$ cat src/include/crk_pkg.sv
package crk_pkg;

  // Register counts and widths.
  localparam int CRK_GR_COUNT = 8;
  localparam int CRK_FR_COUNT = 2;
  localparam int CRK_BR_COUNT = 4;
  localparam int CRK_GR_SEL_W = 3;
  localparam int CRK_BR_SEL_W = 2;

  // Base register indices.
  localparam logic [1:0] CRK_BR_PROC = 2'h0;
  localparam logic [1:0] CRK_BR_STACK = 2'h1;
  localparam logic [1:0] CRK_BR_LINK = 2'h2;
  localparam logic [1:0] CRK_BR_TEMP = 2'h3;

  // Bit 1 of the architecture is the most significant bit, so bit n sits at index width-n.
  localparam int CRK_KEY_CARRY = 15;
  localparam int CRK_KEY_LINK = 13;
  localparam int CRK_KEY_MODE_HI = 12;
  localparam int CRK_KEY_MODE_LO = 10;
  localparam int CRK_KEY_FP_EXC = 9;
  localparam int CRK_KEY_INT_EXC = 8;
  localparam int CRK_KEY_NEG = 7;
  localparam int CRK_KEY_ZERO = 6;
  localparam int CRK_KEY_DEC_EXC = 5;
  localparam int CRK_KEY_IN_DISP = 1;
  localparam int CRK_KEY_SAVE_DONE = 0;

  // Bits an instruction may write, and bits owned by the process exchange.
  localparam logic [15:0] CRK_KEYS_WR_MASK = 16'hBFE0;
  localparam logic [15:0] CRK_KEYS_PXC_MASK = 16'h0003;
  localparam logic [15:0] CRK_KEYS_RST = 16'h0000;

  // Base register layout.
  localparam int CRK_BR_ZERO_HI = 31;
  localparam int CRK_BR_RING_HI = 30;
  localparam int CRK_BR_RING_LO = 29;
  localparam int CRK_BR_ZERO_LO = 28;
  localparam int CRK_BR_SEG_HI = 27;
  localparam int CRK_BR_SEG_LO = 16;
  localparam int CRK_BR_WORD_HI = 15;
  localparam int CRK_BR_WORD_LO = 0;

  localparam logic [31:0] CRK_WORD_RST = 32'h0000_0000;
  localparam logic [63:0] CRK_DWORD_RST = 64'h0000_0000_0000_0000;

  typedef enum logic [1:0] {
    CRK_EXC_FLOAT = 2'b00,
    CRK_EXC_INTEGER = 2'b01,
    CRK_EXC_DECIMAL = 2'b10
  } crk_exc_kind_type;

  typedef struct packed {
    logic en;
    logic [2:0] sel;
    logic [31:0] data;
  } crk_gr_wr_type;

  typedef struct packed {
    logic valid;
    logic [31:0] result;
    logic sign_ext;
    logic carry_valid;
    logic carry_out;
  } crk_alu_res_type;

  typedef struct packed {
    logic valid;
    crk_exc_kind_type kind;
  } crk_exc_type;

endpackage : crk_pkg

$ cat src/core/crk_regset.sv
`timescale 1ns/1ps

// Summary of operation
// - Eight 32-bit general registers, selected by number zero through seven.
// - Only general registers one to seven supply an index; register zero gives none.
// - Any general register serves as accumulator for memory and register operations.
// - Two 64-bit floating registers, zero and one, for single or double precision.
// - Floating and field registers share storage; writing one changes the other.
// - Two 64-bit field registers, zero and one, told apart only by instruction.
// - Base registers keep bits 1 and 4 zero, with ring, segment and word fields.
// - The 16-bit keys are loaded by status-load and accumulator transfer, read back.
// - Keys bit 7 clear makes float exceptions fault; set only sets carry/error.
// - Keys bit 8 clear makes integer exceptions set carry/error; set faults.
// - Keys bit 11 clear makes decimal exceptions set carry/error; set faults.
// - Keys bit 9 holds the negative code, bit 10 the zero-result code.
// - Keys bit 15, in-dispatcher, changes only during a process exchange.
// - Keys bit 16, save-done, is set or cleared only by process exchange.
// - A crash copies the current return pointer into scratch register seven.
// - An interrupt keeps the return pointer in its own scratch register.
// - An interrupt keeps the keys in a scratch register for the return.
// - After a halt, a scratch pointer locates the register save area.
// - A machine check trap records the real memory address in diagnostics.
// - Zero code means truncated result is zero; negative follows extended sign.
module crk_regset
  import crk_pkg::*;
(
  input wire logic ref_clk,
  input wire logic rst,
  input wire crk_gr_wr_type gr_wr,
  input wire logic [2:0] gr_rd_sel,
  output logic [31:0] gr_rd_data,
  input wire logic [2:0] idx_sel,
  output logic [31:0] idx_data,
  output logic idx_used,
  input wire logic fr_wr_en,
  input wire logic fr_wr_sel,
  input wire logic fr_wr_single,
  input wire logic [63:0] fr_wr_data,
  input wire logic fld_addr_wr_en,
  input wire logic fld_len_wr_en,
  input wire logic fld_wr_sel,
  input wire logic [31:0] fld_wr_data,
  input wire logic fr_rd_sel,
  output logic [63:0] fr_rd_data,
  output logic [31:0] field_address_register,
  output logic [31:0] field_length_register,
  input wire logic base_wr_en,
  input wire logic [1:0] base_wr_sel,
  input wire logic [31:0] base_wr_data,
  input wire logic [1:0] base_rd_sel,
  output logic [31:0] base_rd_data,
  output logic [1:0] base_ring,
  output logic [11:0] segment_number,
  output logic [15:0] word_number,
  input wire logic load_status_word_instr,
  input wire logic accum_to_keys_instr,
  input wire logic [15:0] keys_wr_data,
  input wire crk_alu_res_type alu_res,
  input wire crk_exc_type exc,
  input wire logic pxc_en,
  input wire logic pxc_in_disp,
  input wire logic pxc_save_done,
  output logic [15:0] keys_to_accum_instr,
  output logic [2:0] addr_mode,
  output logic negative_code_flag,
  output logic zero_result_flag,
  output logic decimal_fault_enable,
  output logic fault_take,
  input wire logic crash_evt,
  input wire logic intr_evt,
  input wire logic intr_return,
  input wire logic halt_evt,
  input wire logic check_trap_evt,
  input wire logic [31:0] cur_return_ptr,
  input wire logic [31:0] halt_area_addr,
  input wire logic [31:0] check_rma,
  output logic [31:0] crash_return_save,
  output logic [31:0] interrupt_return_pointer,
  output logic [15:0] interrupt_return_keys,
  output logic [31:0] halt_save_area_pointer,
  output logic [31:0] check_trap_address
);

  logic [31:0] gr_r [CRK_GR_COUNT];
  logic [63:0] fr_r [CRK_FR_COUNT];
  logic [31:0] base_r [CRK_BR_COUNT];
  logic [15:0] keys_r;
  logic [15:0] keys_nxt;
  logic exc_fault;
  logic exc_set_carry;

  // General registers: one write port for every arithmetic, logical and load result.
  genvar gi;
  generate
    for (gi = 0; gi < CRK_GR_COUNT; gi = gi + 1) begin : g_gr
      always_ff @(posedge ref_clk or posedge rst) begin
        if (rst) begin
          gr_r[gi] <= CRK_WORD_RST;
        end else if (gr_wr.en && (gr_wr.sel == 3'(gi))) begin
          gr_r[gi] <= gr_wr.data;
        end
      end
    end
  endgenerate

  // A write and a read of the same register in one cycle return the old value.
  // Forwarding was left out because the instruction path already orders them.
  always_ff @(posedge ref_clk or posedge rst) begin
    if (rst) begin
      gr_rd_data <= CRK_WORD_RST;
    end else begin
      gr_rd_data <= gr_r[gr_rd_sel];
    end
  end

  // A select of zero means no index, so address formation adds nothing.
  always_ff @(posedge ref_clk or posedge rst) begin
    if (rst) begin
      idx_data <= CRK_WORD_RST;
      idx_used <= 1'b0;
    end else if (idx_sel == 3'h0) begin
      idx_data <= CRK_WORD_RST;
      idx_used <= 1'b0;
    end else begin
      idx_data <= gr_r[idx_sel];
      idx_used <= 1'b1;
    end
  end

  // One storage array serves both floating and field views. The field address
  // is the high word and the length the low word, so a double floating load overwrites
  // both and a single one only the address; software must save field state before using floating registers.
  genvar fi;
  generate
    for (fi = 0; fi < CRK_FR_COUNT; fi = fi + 1) begin : g_fr
      always_ff @(posedge ref_clk or posedge rst) begin
        if (rst) begin
          fr_r[fi] <= CRK_DWORD_RST;
        end else if (fr_wr_en && (fr_wr_sel == 1'(fi))) begin
          if (fr_wr_single) begin
            fr_r[fi][63:32] <= fr_wr_data[63:32];
          end else begin
            fr_r[fi] <= fr_wr_data;
          end
        end else if (fld_addr_wr_en && (fld_wr_sel == 1'(fi))) begin
          fr_r[fi][63:32] <= fld_wr_data;
        end else if (fld_len_wr_en && (fld_wr_sel == 1'(fi))) begin
          fr_r[fi][31:0] <= fld_wr_data;
        end
      end
    end
  endgenerate

  always_ff @(posedge ref_clk or posedge rst) begin
    if (rst) begin
      fr_rd_data <= CRK_DWORD_RST;
    end else begin
      fr_rd_data <= fr_r[fr_rd_sel];
    end
  end

  // The field view reads the same entry as the floating view; there is no second select.
  always_ff @(posedge ref_clk or posedge rst) begin
    if (rst) begin
      field_address_register <= CRK_WORD_RST;
      field_length_register <= CRK_WORD_RST;
    end else begin
      field_address_register <= fr_r[fr_rd_sel][63:32];
      field_length_register <= fr_r[fr_rd_sel][31:0];
    end
  end

  // Base registers force their two zero bits on every write.
  genvar bi;
  generate
    for (bi = 0; bi < CRK_BR_COUNT; bi = bi + 1) begin : g_br
      always_ff @(posedge ref_clk or posedge rst) begin
        if (rst) begin
          base_r[bi] <= CRK_WORD_RST;
        end else if (base_wr_en && (base_wr_sel == 2'(bi))) begin
          base_r[bi] <= base_wr_data;
          base_r[bi][CRK_BR_ZERO_HI] <= 1'b0;
          base_r[bi][CRK_BR_ZERO_LO] <= 1'b0;
        end
      end
    end
  endgenerate

  always_ff @(posedge ref_clk or posedge rst) begin
    if (rst) begin
      base_rd_data <= CRK_WORD_RST;
    end else begin
      base_rd_data <= base_r[base_rd_sel];
    end
  end

  // Field outputs spare the address path from slicing the whole word itself.
  always_ff @(posedge ref_clk or posedge rst) begin
    if (rst) begin
      base_ring <= 2'h0;
      segment_number <= 12'h000;
      word_number <= 16'h0000;
    end else begin
      base_ring <= base_r[base_rd_sel][CRK_BR_RING_HI:CRK_BR_RING_LO];
      segment_number <= base_r[base_rd_sel][CRK_BR_SEG_HI:CRK_BR_SEG_LO];
      word_number <= base_r[base_rd_sel][CRK_BR_WORD_HI:CRK_BR_WORD_LO];
    end
  end

  // Exception routing against the enables held in the keys.
  always_comb begin
    exc_fault = 1'b0;
    exc_set_carry = 1'b0;
    if (exc.valid) begin
      case (exc.kind)
        CRK_EXC_FLOAT: begin
          exc_fault = ~keys_r[CRK_KEY_FP_EXC];
          exc_set_carry = keys_r[CRK_KEY_FP_EXC];
        end
        CRK_EXC_INTEGER: begin
          exc_fault = keys_r[CRK_KEY_INT_EXC];
          exc_set_carry = ~keys_r[CRK_KEY_INT_EXC];
        end
        CRK_EXC_DECIMAL: begin
          exc_fault = keys_r[CRK_KEY_DEC_EXC];
          exc_set_carry = ~keys_r[CRK_KEY_DEC_EXC];
        end
        default: begin
          exc_fault = 1'b0;
          exc_set_carry = 1'b0;
        end
      endcase
    end
  end

  // Keys update. A whole-word load wins over condition codes and exceptions in
  // the same cycle, because the load is the later instruction's intent; the
  // dispatcher pair is owned by the process exchange alone.
  always_comb begin
    keys_nxt = keys_r;
    if (intr_return) begin
      keys_nxt = (interrupt_return_keys & CRK_KEYS_WR_MASK) | (keys_r & CRK_KEYS_PXC_MASK);
    end else if (load_status_word_instr || accum_to_keys_instr) begin
      keys_nxt = (keys_wr_data & CRK_KEYS_WR_MASK) | (keys_r & CRK_KEYS_PXC_MASK);
    end else begin
      if (alu_res.valid) begin
        keys_nxt[CRK_KEY_ZERO] = (alu_res.result == CRK_WORD_RST);
        keys_nxt[CRK_KEY_NEG] = alu_res.sign_ext;
        if (alu_res.carry_valid) begin
          keys_nxt[CRK_KEY_LINK] = alu_res.carry_out;
        end
      end
      if (exc_set_carry) begin
        keys_nxt[CRK_KEY_CARRY] = 1'b1;
      end
    end
    if (pxc_en) begin
      keys_nxt[CRK_KEY_IN_DISP] = pxc_in_disp;
      keys_nxt[CRK_KEY_SAVE_DONE] = pxc_save_done;
    end
    keys_nxt = keys_nxt & (CRK_KEYS_WR_MASK | CRK_KEYS_PXC_MASK);
  end

  // The keys change every cycle from the next-value logic, so an idle cycle
  // simply rewrites the same word.
  always_ff @(posedge ref_clk or posedge rst) begin
    if (rst) begin
      keys_r <= CRK_KEYS_RST;
    end else begin
      keys_r <= keys_nxt;
    end
  end

  always_ff @(posedge ref_clk or posedge rst) begin
    if (rst) begin
      keys_to_accum_instr <= CRK_KEYS_RST;
    end else begin
      keys_to_accum_instr <= keys_nxt;
    end
  end

  // Field copies are taken from the next value so they never lag the keys word.
  always_ff @(posedge ref_clk or posedge rst) begin
    if (rst) begin
      addr_mode <= 3'h0;
      negative_code_flag <= 1'b0;
      zero_result_flag <= 1'b0;
      decimal_fault_enable <= 1'b0;
    end else begin
      addr_mode <= keys_nxt[CRK_KEY_MODE_HI:CRK_KEY_MODE_LO];
      negative_code_flag <= keys_nxt[CRK_KEY_NEG];
      zero_result_flag <= keys_nxt[CRK_KEY_ZERO];
      decimal_fault_enable <= keys_nxt[CRK_KEY_DEC_EXC];
    end
  end

  // The fault decision uses the enables as they stood before the exception,
  // so a keys load in the same cycle cannot change its outcome.
  always_ff @(posedge ref_clk or posedge rst) begin
    if (rst) begin
      fault_take <= 1'b0;
    end else begin
      fault_take <= exc_fault;
    end
  end

  // Scratch saves made by microcode on crash, interrupt, halt and check trap.
  always_ff @(posedge ref_clk or posedge rst) begin
    if (rst) begin
      crash_return_save <= CRK_WORD_RST;
    end else if (crash_evt) begin
      crash_return_save <= cur_return_ptr;
    end
  end

  always_ff @(posedge ref_clk or posedge rst) begin
    if (rst) begin
      interrupt_return_pointer <= CRK_WORD_RST;
      interrupt_return_keys <= CRK_KEYS_RST;
    end else if (intr_evt) begin
      interrupt_return_pointer <= cur_return_ptr;
      interrupt_return_keys <= keys_r;
    end
  end

  always_ff @(posedge ref_clk or posedge rst) begin
    if (rst) begin
      halt_save_area_pointer <= CRK_WORD_RST;
    end else if (halt_evt) begin
      halt_save_area_pointer <= halt_area_addr;
    end
  end

  always_ff @(posedge ref_clk or posedge rst) begin
    if (rst) begin
      check_trap_address <= CRK_WORD_RST;
    end else if (check_trap_evt) begin
      check_trap_address <= check_rma;
    end
  end

endmodule : crk_regset

$ cat config.mk
export PLATFORM = sky130hd
export DESIGN_NAME = crk_regset
export DESIGN_NICKNAME = d
export VERILOG_FILES = /design/src/include/crk_pkg.sv /design/src/core/crk_regset.sv
export SDC_FILE = /design/constraint.sdc
export NUM_CORES = 2
export LEC_CHECK = 0
export BUFFER_PORTS_ARGS = -buffer_cell sky130_fd_sc_hd__buf_2
export CAP_MARGIN = 30
export CORE_AREA = 2 2 382 195
export DETAILED_ROUTE_END_ITERATION = 12
export DIE_AREA = 0 0 384 197
export PLACE_DENSITY = 0.83
export SLEW_MARGIN = 20
export SYNTH_ARGS = -nofsm -noshare
export SYNTH_HDL_FRONTEND = slang
export SYNTH_SLANG_ARGS = --single-unit
$ cat constraint.sdc
create_clock -name ref_clk -period 27.4 [get_ports ref_clk]
set_input_delay 4.11 -clock ref_clk [delete_from_list [all_inputs] [get_ports ref_clk]]
set_output_delay 4.11 -clock ref_clk [all_outputs]
set_load 0.02 [all_outputs]
=== Yosys cells after proc, flatten, opt, wreduce, memory -nomap -nowiden ===
Cells that the tools add are included.

* Flip-flop bits (word level): 918
* Input port bits: 345
* Output and inout port bits: 422
* Word-level logic and storage cells: 147

* Magnitude comparators: 4
* Eq/ne operators: 16
* Muxes and demuxes: 39
* Bitwise operators: 11
* Reductions and logical operators: 36

{| class="wikitable"
|+ Operators with widths
! kind !! number
|-
| $mux 32 || 14
|-
| $mux 64 || 5
|-
| $bmux 32 s3 || 2
|-
| $bmux 32 s2 || 1
|-
| $logic_not 32->1 || 1
|-
| $or 16x2->16 || 2
|-
| $logic_and 1x1->1 || 18
|-
| $mux 16 || 1
|-
| $eq 3x3->1 const B || 4
|-
| $reduce_bool 3->1 || 4
|-
| $reduce_bool 2->1 || 5
|-
| $mux 1 || 9
|-
| $ge 4x4->1 const B || 2
|-
| $ne 2x2->1 const B || 4
|-
| $not 3->4 || 2
|-
| $eq 2x2->1 const B || 3
|-
| $eq 3x2->1 const B || 2
|-
| $logic_not 3->1 || 2
|-
| $mux 2 || 3
|-
| $mux 6 || 1
|-
| $pmux 1 s3 || 2
|-
| $reduce_and 3->1 || 2
|-
| $mux 5 || 1
|-
| $not 1->1 || 5
|-
| 9 further kinds || 11
|}

=== Logic depth before layout (Yosys ltp) ===
* Depth after elaboration: 7
* Mapped depth: 6

=== Worst setup path after synthesis ===
Ideal clock, no wire load.

* Path type: input -> register
* From: input port gr_rd_sel[0]
* To: register gr_rd_data[0]
* Setup time: 125 ps
* Arrival: 5,228 ps
* Data required time: 27,275 ps
* Setup slack: 22,047 ps
* Stages: 4
* Cell sequence: buf_4 > buf_6 > mux4_2 > mux2_2

* Cells in the longest elaborated chain, start to end: 4

{| class="wikitable"
|+ RTL lines
! item !! line !! source
|-
| from (decl) || crk_regset.sv:30 || <nowiki>input wire logic [2:0] gr_rd_sel,</nowiki>
|-
| $not 3->4 (not written as such) || crk_regset.sv:112 || <nowiki>gr_rd_data <= gr_r[gr_rd_sel];</nowiki>
|-
| $bmux 32 s3 || crk_regset.sv:112 ||
|-
| $mux 32 (not written as such) (2 in a row) || crk_regset.sv:112 ||
|-
| to (signal assigned) || crk_regset.sv:112 ||
|-
| to (decl) || crk_regset.sv:31 || <nowiki>output logic [31:0] gr_rd_data,</nowiki>
|}

Every way passes these cells. The select of a mux whose other input is x is not followed.
A chain may end at the register's enable or synchronous reset.

==> results.cfg <==
[outcome]
outcome = finished clean

[logic_synthesis]
synthSimpleGateAreaFrac = 0.0301
ys_ff_latch = 816
syn_avg_cell_area_um2 = 14.7
synth_fa_ha_area_frac = 0
ys_types = 40
syn_inst = 2427
synth_compound_area_frac = 0.0325
yosys_warnings = 0
synth_top_area_share = 0.571
synth_top_area_cell = dfrtp_1
syn-cell-area_mm2 = 0.0358
synth-xor-area-share = 0
ys_seq_area_frac = 0.571
muxShareOfSynthArea = 0.321
synth_top_family_by_area = multiplexers
synthTopCellsByArea = dfrtp_1 (57%), mux2_2 (20%), mux4_2 (7.9%), mux2i_1 (3.8%), buf_4 (2.5%)

[cts]
postCtsSetupRepairBufs = 0
hold_buffers = 0
numClockSinks = 816
clkTransAtPathRegs_ns = 0.07
cts-htree-levels = 3
clock_latency_ns = 0.65
cts_buffer_depth = 3
cts-root-buf = clkbuf_16
cts_tree = done
cts_resized = 0
numCtsBuffers = 74

[power_and_ir_drop]
power_mw = 3.38
leakagePower_nw = 19.1
p_per_area_mw_per_mm2 = 79.9
irDropWorstVdd_v = 0.0000628

[final_layout]
drive_above_1_share = 0.558
layout.cells.non_filler = 4075
fin_area_mm2 = 0.0423
syn2layout_area_growth_pct = 18.1
finalCoreUtilization = 0.585
largest_reg_flops = 256
final_net_count = 3383
top_register = gr_r
reg_top3 = gr_r x256, fr_r x128, base_r x120

[detailed_routing]
dr_total_vias = 22600
drc = 0
dr.pass1.iters = 5
wl_per_cell_um = 22.3
drt-initial-drc-count = 1408
wirelength_um = 90700
drtAntennaViolNets = 0
viasPerCell = 5.55

[timing]
setup_ws_ns = 20.15
period_share = 0.265
max_slew_margin = 0.326
hold_ws_ns = 0.491
clock_skew_ns = 0.0230
slew_viol_final = 0
hold_viol = 0
fmax_mhz = 138
fin_crit_ns = 7.25
worstMarginPinSlew_ns = 1.01
setup-violations-final = 0
fin_setup_tns_ns = 0
rsz0062_at_grt = no

[critical_path]
cp-end-kind = async pin
crit_required_ns = 28.21
critPathMaxFanout = 147
critPathKind = in -> async
crit_arrival_ns = 8.06
cp-start-kind = input port

[die]
num_rows = 70
core_mm2 = 0.0723
die_area_mm2 = 0.0756
die_x_um = 384
initial_utilization = 0.495
ios = 767
dieHeight_um = 197

[run]
max_cap_viol_count = 0

[global_routing]
grt_pass1_vias = 23400
grt_overflow = 0
grt_util_all_layers = 0.239
grt_pass1_wl_um = 139000
grt_max_degree = 187
grt_antenna_before_repair = 17

[placement]
gp_congestion = 0.830
io_buffer_count = 748
dpl_cell_area_mm2 = 0.0396
dpl.cell_count = 3930
post-place-ws_ns = 19.13
hpwl_um = 59300

[min_path]
hold_class = reg -> reg
-- synthesized netlist by cell type, drive strengths merged --
cell type	n
dfrtp	816
mux2	644
buf	218
nor2	162
mux2i	139
mux4	126
a21oi	99
clkbuf	48
nand2	47
o21ai	44
a221oi	32
nor4	7
nand3b	6
nor2b	5
nand2b	4
nand3	4
nor3b	4
nand4b	3
nor3	3
o31ai	3
inv	2
nand4	2
a211o	1
a21boi	1
a21o	1
a311oi	1
a31oi	1
conb	1
nor4b	1
or3	1
or3b	1
-- report_power, final --
group          switching (mW)  internal [mW]
registers               0.136           1.43
logic                   0.376          0.342
clock network           0.469          0.626
-- final cells by class --
cell class / count / area [µm²]
Clock inverter: 29 / 360
Clock buffer: 103 / 2180
Sequential cell: 816 / 20400
Multi-Input combinational cell: 1352 / 13800
Inverter: 2 / 15.0
Fill cell: 5609 / 30000
Antenna cell: 9 / 22.5
Timing Repair Buffer: 792 / 4220
Tap cell: 972 / 1220
-- cell usage in the layout (no fill, tap or decap), types with 5 or more instances in the layout --
| cell type | n |
|---|---|
| dfrtp_1 | 816 |
| buf_2 | 745 |
| mux2_2 | 643 |
| nor2_1 | 162 |
| mux2i_1 | 137 |
| mux4_2 | 126 |
| clkbuf_16 | 75 |
| a21oi_1 | 71 |
| nand2_1 | 45 |
| o21ai_0 | 44 |
| buf_4 | 39 |
| a221oi_1 | 32 |
| a21oi_2 | 28 |
| clkbuf_8 | 20 |
| conb_1 | 10 |
| clkinv_2 | 10 |
| diode_2 | 9 |
| clkbuf_1 | 8 |
| nor4_1 | 7 |
| inv_6 | 7 |
| bufinv_16 | 7 |
| nand3b_1 | 6 |
| buf_16 | 5 |
-- final timing paths --
path | endpoint | from | cells past startpoint | slack, ns
worst max-delay path | base_r[119] | rst | 8 | 20.15
worst min-delay path | field_length_register[21] | fr_r[85] | 1 | 0.49
worst max register to register | idx_data[8] | gr_r[136] | 3 | 26.05
worst min register to register | field_length_register[21] | fr_r[85] | 1 | 0.49
max in group ref_clk | gr_rd_data[16] | gr_rd_sel[0] | 4 | 21.66
min in group asynchronous | check_trap_address[16] | rst | 2 | 3.59
-- critical path: stages --
cell	delay [ns]
buf_2	0.13
inv_8	0.52
buf_4	0.68
buf_12	0.32
buf_16	0.53
buf_4	0.75
buf_4	0.46
buf_16	0.30
-- per-layer routing --
metal,wire length [µm],GRT usage
met5,26,0
met4,2890,0.0835
met3,4920,0.0481
met2,44200,0.382
met1,38700,0.327
-- logic make-up after synthesis --
| kind of cell | count (synthesis) |
|---|---|
| other | 1 |
| DFF | 816 |
| muxes | 909 |
| and+or+nand+nor | 250 |
| buffers and inverters | 268 |
| AOI/OAI and AO/OA | 183 |
(Power assumes the default switching activity.)
